<file path="src/verilog/apfh_pkg.sv">
// package: constants and carriers for the amp protection fault handler
package apfh_pkg;

    localparam int APFH_NUM_CH = 2;
    localparam int APFH_NUM_HB = 4;

    // output configurations
    localparam logic [1:0] APFH_CFG_BRIDGE = 2'h0;
    localparam logic [1:0] APFH_CFG_PARALLEL = 2'h1;
    localparam logic [1:0] APFH_CFG_SINGLE = 2'h2;

    // clock and minimum reset-hold interval after the fault falls
    localparam int APFH_CLK_HZ = 20000000;
    localparam int APFH_RESET_HOLD_US = 4000;
    localparam int APFH_RESET_HOLD_CYC =
        (APFH_RESET_HOLD_US * (APFH_CLK_HZ / 1000000));

    // status and mask bit positions
    localparam int APFH_EV_SHORT = 0;
    localparam int APFH_EV_WARN = 1;
    localparam int APFH_EV_SHUT = 2;
    localparam int APFH_EV_UV = 3;
    localparam int APFH_EV_CHAN = 4;
    localparam int APFH_EV_STUCK = 5;
    localparam int APFH_EV_W = 6;

    // register offsets
    localparam logic [3:0] APFH_ADDR_STATUS = 4'h0;
    localparam logic [3:0] APFH_ADDR_MASK = 4'h1;
    localparam logic [3:0] APFH_ADDR_STATE = 4'h2;
    localparam logic [3:0] APFH_ADDR_CONFIG = 4'h3;

    localparam logic [5:0] APFH_MASK_RST = 6'h00;
    localparam logic [1:0] APFH_CONFIG_RST = 2'h0;

    // analog comparator indications, asynchronous to the core clock
    typedef struct packed {
        logic short_gnd;
        logic short_sup;
        logic temp_warn;
        logic temp_shut;
        logic core_uv;
        logic gate_uv;
        logic osc_stuck;
        logic [1:0] chan_flt;
    } apfh_sense_type;

    typedef struct packed {
        logic [3:0] addr;
        logic [31:0] wdata;
        logic wr;
        logic rd;
    } apfh_bus_type;

    typedef enum logic [4:0] {
        APFH_ST_WAIT = 5'h01,
        APFH_ST_GND = 5'h02,
        APFH_ST_SUP = 5'h04,
        APFH_ST_RUN = 5'h08,
        APFH_ST_LATCH = 5'h10
    } apfh_state_type;

endpackage : apfh_pkg

</file>
<file path="src/verilog/apfh_top.sv">
// amp protection fault handler: startup short check and fault control
//
// Summary of operation
// - short check only at core supply startup
// - hold bridges Hi-Z while short persists
// - check ground shorts, then supply shorts
// - fault low, reset ignored during check
// - later resets never rerun short check
// - skip short check in single-ended mode
// - warning line low above warning temperature
// - shutdown temperature latches Hi-Z until reset
// - undervoltage forces Hi-Z, self recovers
// - global fault latches, cleared by reset
// - channel fault stops only that channel
// - reset low forces fault line high
// - thermal warning clears itself when cooled
// - oscillator stuck gives silent global Hi-Z
// - fault and warning are open-drain, active low
//
// The strobed register port and the address map are this design's own decisions.
`timescale 1ns/1ps
module apfh_top (
    input wire logic core_clk_i,
    input wire logic rst_i,
    input wire logic amp_reset_n_i,
    input wire logic core_supply_ok_i,
    input wire logic [1:0] out_cfg_i,
    input wire apfh_pkg::apfh_sense_type sense_i,
    input wire apfh_pkg::apfh_bus_type bus_i,
    output logic [31:0] rdata_o,
    output logic irq_o,
    output logic [3:0] bridge_hiz_o,
    output logic [1:0] pwm_en_o,
    output logic fault_n_o,
    output logic fault_n_oe_n_o,
    output logic clip_heat_warn_n_o,
    output logic clip_heat_warn_n_oe_n_o
);
    import apfh_pkg::*;

    // two-flop synchronisers, one per comparator bit
    localparam int SW = $bits(apfh_sense_type);
    logic [SW-1:0] sync1_reg, sync2_reg;
    logic [SW-1:0] sync1_next, sync2_next;
    apfh_sense_type sense_s;

    genvar gi;
    generate
        for (gi = 0; gi < SW; gi++) begin : g_sync
            always_comb begin
                sync1_next[gi] = sense_i[gi];
                sync2_next[gi] = sync1_reg[gi];
            end
        end
    endgenerate

    always_ff @(posedge core_clk_i or posedge rst_i) begin
        if (rst_i) begin
            sync1_reg <= '0;
            sync2_reg <= '0;
        end else begin
            sync1_reg <= sync1_next;
            sync2_reg <= sync2_next;
        end
    end
    assign sense_s = sync2_reg;

    // reset input edge detection (reset pin is synchronous)
    logic amp_rst_d_reg, amp_rst_d_next;
    logic amp_rise;
    assign amp_rise = amp_reset_n_i & ~amp_rst_d_reg;

    // sequencer and latched faults
    apfh_state_type state_reg, state_next;
    logic glob_latch_reg, glob_latch_next;
    logic [1:0] chan_latch_reg, chan_latch_next;
    logic uv_now;
    assign uv_now = sense_s.core_uv | sense_s.gate_uv;

    always_comb begin
        state_next = state_reg;
        glob_latch_next = glob_latch_reg;
        chan_latch_next = chan_latch_reg;
        amp_rst_d_next = amp_reset_n_i;
        case (state_reg)
            APFH_ST_WAIT: begin
                // check runs once, when the core supply first comes up
                if (core_supply_ok_i && !uv_now) begin
                    if (out_cfg_i == APFH_CFG_SINGLE) begin
                        state_next = APFH_ST_RUN;
                    end else begin
                        state_next = APFH_ST_GND;
                    end
                end
            end
            APFH_ST_GND: begin
                // stays here while a ground short persists
                if (!sense_s.short_gnd) begin
                    state_next = APFH_ST_SUP;
                end
            end
            APFH_ST_SUP: begin
                if (sense_s.short_gnd) begin
                    state_next = APFH_ST_GND;
                end else if (!sense_s.short_sup) begin
                    state_next = APFH_ST_RUN;
                end
            end
            APFH_ST_RUN: begin
                // no path back to the check states afterwards
                if (sense_s.temp_shut) begin
                    glob_latch_next = 1'b1;
                    state_next = APFH_ST_LATCH;
                end
                chan_latch_next = chan_latch_reg | sense_s.chan_flt;
                if (amp_rise) begin
                    chan_latch_next = sense_s.chan_flt;
                end
            end
            APFH_ST_LATCH: begin
                // only a rising reset edge leaves, temp permitting
                if (amp_rise && !sense_s.temp_shut) begin
                    glob_latch_next = 1'b0;
                    chan_latch_next = sense_s.chan_flt;
                    state_next = APFH_ST_RUN;
                end else begin
                    chan_latch_next = chan_latch_reg | sense_s.chan_flt;
                end
            end
            default: begin
                state_next = APFH_ST_WAIT;
            end
        endcase
    end

    always_ff @(posedge core_clk_i or posedge rst_i) begin
        if (rst_i) begin
            state_reg <= APFH_ST_WAIT;
            glob_latch_reg <= 1'b0;
            chan_latch_reg <= 2'h0;
            amp_rst_d_reg <= 1'b0;
        end else begin
            state_reg <= state_next;
            glob_latch_reg <= glob_latch_next;
            chan_latch_reg <= chan_latch_next;
            amp_rst_d_reg <= amp_rst_d_next;
        end
    end

    // output control
    logic checking;
    logic run_ok;
    logic [3:0] hiz_next, hiz_reg;
    logic [1:0] pwm_next, pwm_reg;
    logic fault_next, fault_reg;
    logic warn_next, warn_reg;

    assign checking = (state_reg == APFH_ST_GND) ||
                      (state_reg == APFH_ST_SUP);

    always_comb begin
        // stuck oscillator silences all outputs yet never pulls the fault line low
        run_ok = (state_reg == APFH_ST_RUN) && !uv_now &&
                 !sense_s.osc_stuck && amp_reset_n_i;
        for (int c = 0; c < APFH_NUM_CH; c++) begin
            pwm_next[c] = run_ok && !chan_latch_reg[c];
            hiz_next[2*c] = !pwm_next[c];
            hiz_next[2*c+1] = !pwm_next[c];
        end
        // the check overrides the reset pin's fault-line mask
        if (checking) begin
            fault_next = 1'b0;
        end else if (!amp_reset_n_i) begin
            fault_next = 1'b1;
        end else begin
            fault_next = !(glob_latch_reg || (|chan_latch_reg) ||
                           uv_now);
        end
        warn_next = !sense_s.temp_warn;
    end

    always_ff @(posedge core_clk_i or posedge rst_i) begin
        if (rst_i) begin
            hiz_reg <= 4'hf;
            pwm_reg <= 2'h0;
            fault_reg <= 1'b1;
            warn_reg <= 1'b1;
        end else begin
            hiz_reg <= hiz_next;
            pwm_reg <= pwm_next;
            fault_reg <= fault_next;
            warn_reg <= warn_next;
        end
    end

    // interrupt status, mask and register port
    logic [APFH_EV_W-1:0] stat_reg, stat_next, mask_reg, mask_next;
    logic [APFH_EV_W-1:0] ev;
    logic [31:0] rdata_next, rdata_reg;
    logic irq_next, irq_reg;

    always_comb begin
        ev = '0;
        ev[APFH_EV_SHORT] = checking;
        ev[APFH_EV_WARN] = sense_s.temp_warn;
        ev[APFH_EV_SHUT] = glob_latch_reg;
        ev[APFH_EV_UV] = uv_now;
        ev[APFH_EV_CHAN] = |chan_latch_reg;
        ev[APFH_EV_STUCK] = sense_s.osc_stuck;
        stat_next = stat_reg;
        mask_next = mask_reg;
        if (bus_i.wr && bus_i.addr == APFH_ADDR_STATUS) begin
            stat_next = stat_reg & ~bus_i.wdata[APFH_EV_W-1:0];
        end else if (bus_i.wr && bus_i.addr == APFH_ADDR_MASK) begin
            mask_next = bus_i.wdata[APFH_EV_W-1:0];
        end
        // a new event wins over a clear in the same cycle
        stat_next = stat_next | ev;
        rdata_next = 32'h0000_0000;
        if (bus_i.rd) begin
            if (bus_i.addr == APFH_ADDR_STATUS) begin
                rdata_next[APFH_EV_W-1:0] = stat_reg;
            end else if (bus_i.addr == APFH_ADDR_MASK) begin
                rdata_next[APFH_EV_W-1:0] = mask_reg;
            end else if (bus_i.addr == APFH_ADDR_STATE) begin
                rdata_next[4:0] = state_reg;
                rdata_next[6:5] = chan_latch_reg;
                rdata_next[7] = glob_latch_reg;
            end else if (bus_i.addr == APFH_ADDR_CONFIG) begin
                rdata_next[1:0] = out_cfg_i;
            end
        end
        irq_next = |(stat_next & mask_next);
    end

    always_ff @(posedge core_clk_i or posedge rst_i) begin
        if (rst_i) begin
            stat_reg <= '0;
            mask_reg <= APFH_MASK_RST;
            rdata_reg <= 32'h0000_0000;
            irq_reg <= 1'b0;
        end else begin
            stat_reg <= stat_next;
            mask_reg <= mask_next;
            rdata_reg <= rdata_next;
            irq_reg <= irq_next;
        end
    end

    // open-drain: enable low drives the pin low, value always 0
    assign rdata_o = rdata_reg;
    assign irq_o = irq_reg;
    assign bridge_hiz_o = hiz_reg;
    assign pwm_en_o = pwm_reg;
    assign fault_n_o = 1'b0;
    assign fault_n_oe_n_o = fault_reg;
    assign clip_heat_warn_n_o = 1'b0;
    assign clip_heat_warn_n_oe_n_o = warn_reg;

endmodule : apfh_top
</file>
<file path="config.mk">
export PLATFORM = sky130hd
export DESIGN_NAME = apfh_top
export DESIGN_NICKNAME = d
export VERILOG_FILES = /design/src/verilog/apfh_pkg.sv /design/src/verilog/apfh_top.sv
export SDC_FILE = /design/constraint.sdc
export NUM_CORES = 1
export LEC_CHECK = 0
export BUFFER_PORTS_ARGS = -buffer_cell sky130_fd_sc_hd__buf_2
export CORE_MARGIN = 10
export CORE_UTILIZATION = 44
export CTS_CLUSTER_DIAMETER = 40
export DETAILED_ROUTE_END_ITERATION = 10
export HOLD_SLACK_MARGIN = 0.08
export PLACE_DENSITY = 0.76
export SLEW_MARGIN = 20
export SYNTH_ARGS = -nofsm -noshare
export SYNTH_HDL_FRONTEND = slang
export SYNTH_SLANG_ARGS = --single-unit
</file>
<file path="constraint.sdc">
create_clock -name core_clk_i -period 1.5 [get_ports core_clk_i]
set_input_delay 0.15 -clock core_clk_i [delete_from_list [all_inputs] [get_ports core_clk_i]]
set_output_delay 0.15 -clock core_clk_i [all_outputs]
set_load 0.05 [all_outputs]
</file>
==> results of run 1 <==
cells in the mapped netlist (all sizes together), types with 2 or more instances:
cell,number,area share (%)
nor4,3,0.75
dfstp,5,5.3
clkbuf,4,0.60
nand3,3,0.60
a211o,2,0.70
buf,30,9.3
or3,2,0.90
and4b,2,0.80
nand3b,3,1.1
o21ai,10,2.0
o21ba,2,0.80
and3,2,0.50
mux4,2,1.8
o31a,3,1.1
a21oi,8,1.6
and2b,3,0.90
mux2,7,3.5
dfrtp,49,49
nor2b,7,1.8
or2,4,1.0
nor2,15,2.3
o22ai,9,2.3
a21boi,2,0.60
nor3,3,1.1
inv,9,1.4
nand2,17,2.9
cells in the final DEF (no fill, tap or decap), drive strengths merged, types with 2 or more instances in the layout:
| master | synthesis | final |
|---|---|---|
| mux4 | 2 | 2 |
| o21ba | 2 | 2 |
| or2 | 4 | 4 |
| a21boi | 2 | 2 |
| a211o | 2 | 2 |
| o21ai | 10 | 10 |
| o22ai | 9 | 9 |
| and4b | 2 | 2 |
| buf | 30 | 73 |
| nor2 | 15 | 15 |
| nand3 | 3 | 3 |
| dfrtp | 49 | 49 |
| mux2 | 7 | 7 |
| nor2b | 7 | 7 |
| nand3b | 3 | 3 |
| a21oi | 8 | 8 |
| inv | 9 | 9 |
| and3 | 2 | 2 |
| and2b | 3 | 3 |
| dlygate4sd3 | 0 | 11 |
| nor4 | 3 | 3 |
| o31a | 3 | 3 |
| nand2 | 17 | 17 |
| nor3 | 3 | 3 |
| dfstp | 5 | 5 |
| conb | 1 | 26 |
| or3 | 2 | 2 |
| clkbuf | 4 | 7 |
through the flow:
step	hold slack [ns]	util, %	cells	TNS [ns]	power (uW)
after floorplan	0.181	-	248	-0.377	2460
after global placement	0.217	52.1	355	-0.906	2640
after detailed placement	0.217	52.1	355	-0.908	2660
after CTS	-0.0191	56.2	373	-1.06	3510
after global routing	0.102	57.9	377	-2.29	3750
final	0.113	57.9	377	-1.55	3550
final cells by class:
type,count,area (um2)
Clock buffer,7,86.3
Inverter,9,33.8
Sequential cell,54,1360
Timing Repair Buffer,84,582
Multi-Input combinational cell,151,1040
Fill cell,449,2320
Tap cell,72,90.1
power by group:
group / internal (uW) / leakage, uW / switching [uW] / total, uW
logic: 440 / 0.000857 / 571 / 1010
registers: 1610 / 0.000635 / 132 / 1740
clock network: 367 / 0.0000443 / 432 / 799
total: 2420 / 0.00154 / 1130 / 3550
logic make-up after synthesis:
family,Yosys count
compound gates,43
xor+xnor,1
buf+inv,43
flops,54
mux,9
other cells,1
simple gates,72
what timing repair did:
item                                    CTS  global route
hold buffers                             10             1
gates resized for setup                   9            15
pin swaps                                 3             4
endpoints found under the hold margin    60             2
endpoints found under the setup margin   10            13
setup buffers                             1             3
per-layer routing:
layer | share of wire (%) | track usage (%)
met1 | 40 | 14.4
met2 | 50 | 20.4
met3 | 7.8 | 3.69
met4 | 1.6 | 5.16
met5 | 0 | 0
how the worst max path moves through the flow:
stage / startpoint / end / slack, ns
after floorplan: state_reg[1]$_DFFE_PP0P_ / pwm_en_o[0]$_DFF_PP0_ / -0.10
final: state_reg[1]$_DFFE_PP0P_ / state_reg[3]$_DFFE_PP0P_ / -0.25
after global placement: state_reg[1]$_DFFE_PP0P_ / pwm_en_o[0]$_DFF_PP0_ / -0.13
after detailed placement: state_reg[1]$_DFFE_PP0P_ / pwm_en_o[0]$_DFF_PP0_ / -0.13
after CTS: state_reg[1]$_DFFE_PP0P_ / pwm_en_o[1]$_DFF_PP0_ / -0.13
after global routing: state_reg[1]$_DFFE_PP0P_ / state_reg[3]$_DFFE_PP0P_ / -0.33
critical path: stages (launching register included):
cell and delay [ns]:
sky130_fd_sc_hd__dfrtp_2 0.45, sky130_fd_sc_hd__buf_6 0.13, sky130_fd_sc_hd__nor4bb_2 0.26, sky130_fd_sc_hd__a21oi_1 0.07, sky130_fd_sc_hd__nor4_1 0.34, sky130_fd_sc_hd__a311o_1 0.27
sky130_fd_sc_hd__o22ai_1 0.11
==> out/qor.txt, run 1 <==
CLOCK NETWORK
--------------------------------------------------------------------------------------------------
TritonCTS clock tree                                                                         built
Total number of clock tree sinks                                                                54
Buffer type at the clock tree root                                                    sky130_fd_sc_hd__clkbuf_8
Total CTS buffers                                                                                5
# H-tree levels                                                                                  2
Clock insertion delay at the later pin of the skew report                                  0.31 ns
CTS max path bufs                                                                                2
Clock transition time at the flip-flop clock pins of the worst setup and hold paths        0.09 ns

PWR
--------------------------------------------------------------------------------------------------
Static Leakage                                                                          0.00154 uW
P per Cell Area                                                                        1110 mW/mm2
Worst IR drop on VDD                                                                        495 uV

SYNTH
--------------------------------------------------------------------------------------------------
Primary FF master, synth                                                              sky130_fd_sc_hd__dfrtp_1
Yosys reg bits                                                                                  54
Fraction of synthesized area in multiplexers                                                 5.25%
Number of enable-type register cells in the synthesized netlist                                  0
Combinational family with the most area after synthesis                               simple AND/OR/NAND/NOR gates
Post-synth ARST share                                                                         100%
Synthesized area per cell                                                                 11.2 um2
Post-Synth Simple-Gate Area                                                                  17.5%
Post-synthesis instance total                                                                  223
Synth warnings                                                                                   0
Share of synthesized area occupied by flip-flops and latches                                 54.3%
Synth Area in Compound Gates                                                                 11.3%
Yosys cell types                                                                                51
Total standard cell area after synthesis                                               0.00250 mm2
XOR/XNOR share of the synthesized area                                                      0.350%
Adder-cell area share of the yosys netlist                                                      0%

SETUP PATH
--------------------------------------------------------------------------------------------------
Reg2Reg Setup Slack                                                                       -0.25 ns
Maximum net fanout on the critical path                                                          4
Startpoint of the lowest-slack register-to-register path                              state_reg[1]$_DFFE_PP0P_
Setup crit end kind                                                                       register
R2R cell count                                                                                   6
Crit path required time                                                                    1.69 ns
Start-to-end type of the worst setup path                                                  reg2reg
Arr. time, crit path                                                                       1.94 ns
Kind of launch point of the worst setup path                                              register
Terminus of the critical flop-to-flop path                                            state_reg[3]$_DFFE_PP0P_

PLACE
--------------------------------------------------------------------------------------------------
Post-DP Area                                                                           0.00287 mm2
Final GP Congestion                                                                          0.917
Count of buffers from port buffering                                                            43
Placed wire-length estimate after detailed placement                                       4030 um
Setup WS pre-CTS                                                                         -0.125 ns

FINAL LAYOUT
--------------------------------------------------------------------------------------------------
Final nets                                                                                     358
Layout overhead on the synthesized area                                                      27.5%
Fraction of final layout cells with drive strength greater than 1                            39.3%
Antenna Diode Count                                                                              0
Final Instance Area                                                                    0.00319 mm2

TIMING
--------------------------------------------------------------------------------------------------
Number of setup violations in the final report                                                  10
Unrepaired setup endpoints after global routing                                                yes
Worst clock skew                                                                        0.00764 ns
Tcrit/Tclk final                                                                              117%
Number of slew-limit violations in the final report                                              0
Endpoints failing hold                                                                           0
Min Clock Period, post-route                                                               1.75 ns
Final worst slack                                                                        -0.253 ns
Max Clk Rate                                                                             0.571 GHz

WORST HOLD PATH
--------------------------------------------------------------------------------------------------
Hold Crit Start                                                                           bus_i[6]
Cell count of the worst hold path                                                                2
WHS Endpoint                                                                          mask_reg[4]$_DFF_PP0_
Min-Delay Path Class                                                                        in2reg

GLOBAL ROUTE
--------------------------------------------------------------------------------------------------
First-pass GRT wire length                                                                 8770 um
Vias in the first global route                                                                1846
Remaining Overflow, GRT                                                                          0
Pin count of the biggest net entering global routing                                            55
All-layer global routing usage                                                               12.3%
Antenna violations before repair                                                                 0

DRT
--------------------------------------------------------------------------------------------------
WL per Instance                                                                            14.7 um
DRC violations left                                                                              0
Post-detailed-route count of antenna-violating nets                                              0
1st-iter DRT viols                                                                              78
Overall routed net length                                                                  5550 um
Count of TritonRoute iterations in the first routing pass                                        5
Detail-routed via count per cell                                                              4.86
Via count of the routed design                                                                1831

DIE
--------------------------------------------------------------------------------------------------
Die Width                                                                                  95.4 um
FP Rows                                                                                         27
Total I/O pin count                                                                             96
Initial Utilization                                                                          45.4%
Vertical extent of the die                                                                 95.4 um
Die area                                                                               0.00910 mm2
Standard cell core area                                                                0.00551 mm2

JOB
--------------------------------------------------------------------------------------------------
Max cap viols                                                                                    0

OUTCOME
--------------------------------------------------------------------------------------------------
Failing checks                                                                        setup timing
Outcome                                                                               finished with violations

No activity file was read; power rests on OpenSTA's default activity.
==> run 2: changes to the inputs <==
CELL_PAD_IN_SITES_DETAIL_PLACEMENT = 0   (was default)
CELL_PAD_IN_SITES_GLOBAL_PLACEMENT = 1   (was default)
CORE_UTILIZATION = 33   (was 44)
PLACE_DENSITY = default   (was 0.76)
PLACE_DENSITY_LB_ADDON = 0.1   (was default)
==> run 2 against run 1 <==
  * The flow still finishes with violations (setup timing)
  * Critical endpoint is now pwm_en_o[1]$_DFF_PP0_
  * Combinational power is essentially flat
  * Wire length grew 7.1%
  * Register-to-register slack better by 0.098 ns
  * Worst hold slack about the same
  * Non-clock buffer count unchanged
  * Clock-buffer cell count shrank 1
  * Critical path depth down 1
  * Sequential share of layout area shrank 0.59 points
==> out/qor.txt, run 2 (synthesized netlist as in run 1, its figures left out) <==
PLACE
--------------------------------------------------------------------------------------------------
Setup WS pre-CTS                                                                         -0.209 ns   -0.0839 ns
Final GP Congestion                                                                          0.737   -20%
Count of buffers from port buffering                                                            43   unchanged
Placed wire-length estimate after detailed placement                                       4570 um   +13%

CLOCK NETWORK
--------------------------------------------------------------------------------------------------
Clock insertion delay at the later pin of the skew report                                  0.30 ns   about the same
Total number of clock tree sinks                                                                54   unchanged
CTS max path bufs                                                                                2   unchanged
Buffer type at the clock tree root                                                    sky130_fd_sc_hd__clkbuf_8
Clock transition time at the flip-flop clock pins of the worst setup and hold paths        0.09 ns   about the same
Total CTS buffers                                                                                5   unchanged
# H-tree levels                                                                                  2   unchanged
TritonCTS clock tree                                                                         built

FINAL LAYOUT
--------------------------------------------------------------------------------------------------
Antenna Diode Count                                                                              0   unchanged
Layout overhead on the synthesized area                                                      29.4%
Most used cells in the layout excluding fill and tap cells                            47 x sky130_fd_sc_hd__dfrtp_1, 43 x sky130_fd_sc_hd__buf_2, 26 x sky130_fd_sc_hd__conb_1, 26 x sky130_fd_sc_hd__buf_4, 16 x sky130_fd_sc_hd__nand2_1
Most common library cell in the layout ignoring fill and taps                         sky130_fd_sc_hd__dfrtp_1
Final nets                                                                                     358   unchanged
Fraction of final layout cells with drive strength greater than 1                            39.3%   unchanged

DRT
--------------------------------------------------------------------------------------------------
1st-iter DRT viols                                                                              38   -51%
DRC violations left                                                                              0   unchanged
Post-detailed-route count of antenna-violating nets                                              0   unchanged
Detail-routed via count per cell                                                              4.51   -7.0%
WL per Instance                                                                            14.7 um   about the same
Overall routed net length                                                                  5950 um   +7.1%
Count of TritonRoute iterations in the first routing pass                                        4   -1
Via count of the routed design                                                                1824   -0.38%

DIE
--------------------------------------------------------------------------------------------------
Total I/O pin count                                                                             96   unchanged
Die area                                                                                0.0115 mm2   +26%
Standard cell core area                                                                0.00733 mm2   +33%
Initial Utilization                                                                          34.1%   -11 points
Vertical extent of the die                                                                  107 um   +12%
Die Width                                                                                   107 um   +12%
FP Rows                                                                                         31   +15%

TIMING
--------------------------------------------------------------------------------------------------
Final worst slack                                                                        -0.155 ns   +0.0977 ns
Accumulated negative setup slack                                                          -1.16 ns   +0.398 ns
Min Clock Period, post-route                                                               1.66 ns   -0.0977 ns
Max Clk Rate                                                                             0.604 GHz   +5.9%
Endpoints failing hold                                                                           0   unchanged
Worst clock skew                                                                        0.00355 ns   -0.00410 ns
Unrepaired setup endpoints after global routing                                                yes
Number of slew-limit violations in the final report                                              0   unchanged
Number of setup violations in the final report                                                  11   +1
Worst Hold Margin                                                                         0.113 ns   -0.000157 ns
Tcrit/Tclk final                                                                              110%   -6.5 points

SETUP PATH
--------------------------------------------------------------------------------------------------
Terminus of the critical flop-to-flop path                                            pwm_en_o[1]$_DFF_PP0_
Start-to-end type of the worst setup path                                                  reg2reg
WP buf/inv                                                                                       1   unchanged
Slowest stage cell, crit path                                                         sky130_fd_sc_hd__dfrtp_2
Kind of launch point of the worst setup path                                              register
Worst setup startpoint                                                                state_reg[1]$_DFFE_PP0P_
Maximum net fanout on the critical path                                                          4   unchanged
CP delay by family, top                                                               simple AND/OR/NAND/NOR gates
Cells along the critical path                                                         nor3_4 -> nand3b_4 -> or3b_4 -> or3_4 -> inv_2
Reg2Reg Setup Slack                                                                       -0.16 ns   +0.10 ns
Largest stage delay on the critical path                                                   0.45 ns   about the same
Startpoint of the lowest-slack register-to-register path                              state_reg[1]$_DFFE_PP0P_
Setup crit end kind                                                                       register
R2R cell count                                                                                   5   -1
Crit path required time                                                                    1.75 ns   +0.06 ns
End of the critical path                                                              pwm_en_o[1]$_DFF_PP0_
Arr. time, crit path                                                                       1.91 ns   -0.03 ns
Number of logic stages on the critical path including buffering                                  5   -1

GLOBAL ROUTE
--------------------------------------------------------------------------------------------------
Remaining Overflow, GRT                                                                          0   unchanged
First-pass GRT wire length                                                                 9850 um   +12%
Antenna violations before repair                                                                 0   unchanged
Vias in the first global route                                                                1982   +7.4%
All-layer global routing usage                                                               10.7%   -1.6 points
Pin count of the biggest net entering global routing                                            31   -44%

PWR
--------------------------------------------------------------------------------------------------
Worst IR drop on VDD                                                                        336 uV   -32%
Static Leakage                                                                          0.00154 uW   +0.42%
P per Cell Area                                                                        1150 mW/mm2   +3.6%

OUTCOME
--------------------------------------------------------------------------------------------------
Outcome                                                                               finished with violations
Failing checks                                                                        setup timing

WORST HOLD PATH
--------------------------------------------------------------------------------------------------
Hold Crit Start                                                                           bus_i[0]
Min-Delay Path Class                                                                        in2reg

JOB
--------------------------------------------------------------------------------------------------
Max cap viols                                                                                    0   unchanged

==> run 2: metal layers <==
| metal | up-vias | routed length (um) | GRT usage, % |
|---|---|---|---|
| li1 | 882 | - | - |
| met1 | 878 | 2760 | 13.5 |
| met2 | 56 | 2730 | 16.7 |
| met3 | 8 | 336 | 3.05 |
| met4 | 0 | 115 | 4.16 |
| met5 | - | 0 | 0 |
==> run 2: worst min path at each step <==
stage                              endpoint  slack (ns)  cells past startpoint
floorplan           amp_rst_d_reg$_DFF_PP0_        0.18                      0
detailed placement    pwm_en_o[1]$_DFF_PP0_        0.02                      2
CTS                   mask_reg[0]$_DFF_PP0_        0.10                      2
global route          mask_reg[2]$_DFF_PP0_        0.11                      2
global placement      pwm_en_o[1]$_DFF_PP0_        0.02                      2
finish                 rdata_o[1]$_DFF_PP0_        0.11                      2
==> run 2: metrics by stage <==
| step | util, % | total power, uW | instance area [um2] | instances |
|---|---|---|---|---|
| finish | 44.2 | 3740 | 3240 | 404 |
| global route | 44.2 | 3970 | 3240 | 404 |
| CTS | 43.4 | 3750 | 3180 | 404 |
| detailed placement | 39.6 | 2670 | 2900 | 382 |
| global placement | 39.6 | 2670 | 2900 | 382 |
| floorplan | - | 2460 | 2600 | 248 |
==> run 2: power breakdown <==
part | internal (uW) | switching, uW | total [uW]
Sequential | 1610 | 132 | 1740
Combinational | 428 | 576 | 1000
Clock | 534 | 453 | 987
==> run 2: layout make-up <==
cell class                      count  area (um2)
Clock buffer                        6        82.6
Clock inverter                      1        30.0
Fill cell                         707        4090
Inverter                            9        33.8
Multi-Input combinational cell    151        1030
Sequential cell                    54        1360
Tap cell                           99         124
Timing Repair Buffer               84         574
==> run 2: what timing repair did <==
item | CTS | global route
pin swaps | 4 | 5
endpoints found under the setup margin | 10 | 13
resized for setup | 8 | 11
hold endpoints to repair | 61 | 0
hold buffers | 11 | 0
cloned | 0 | 0
buffers inserted | 4 | 0
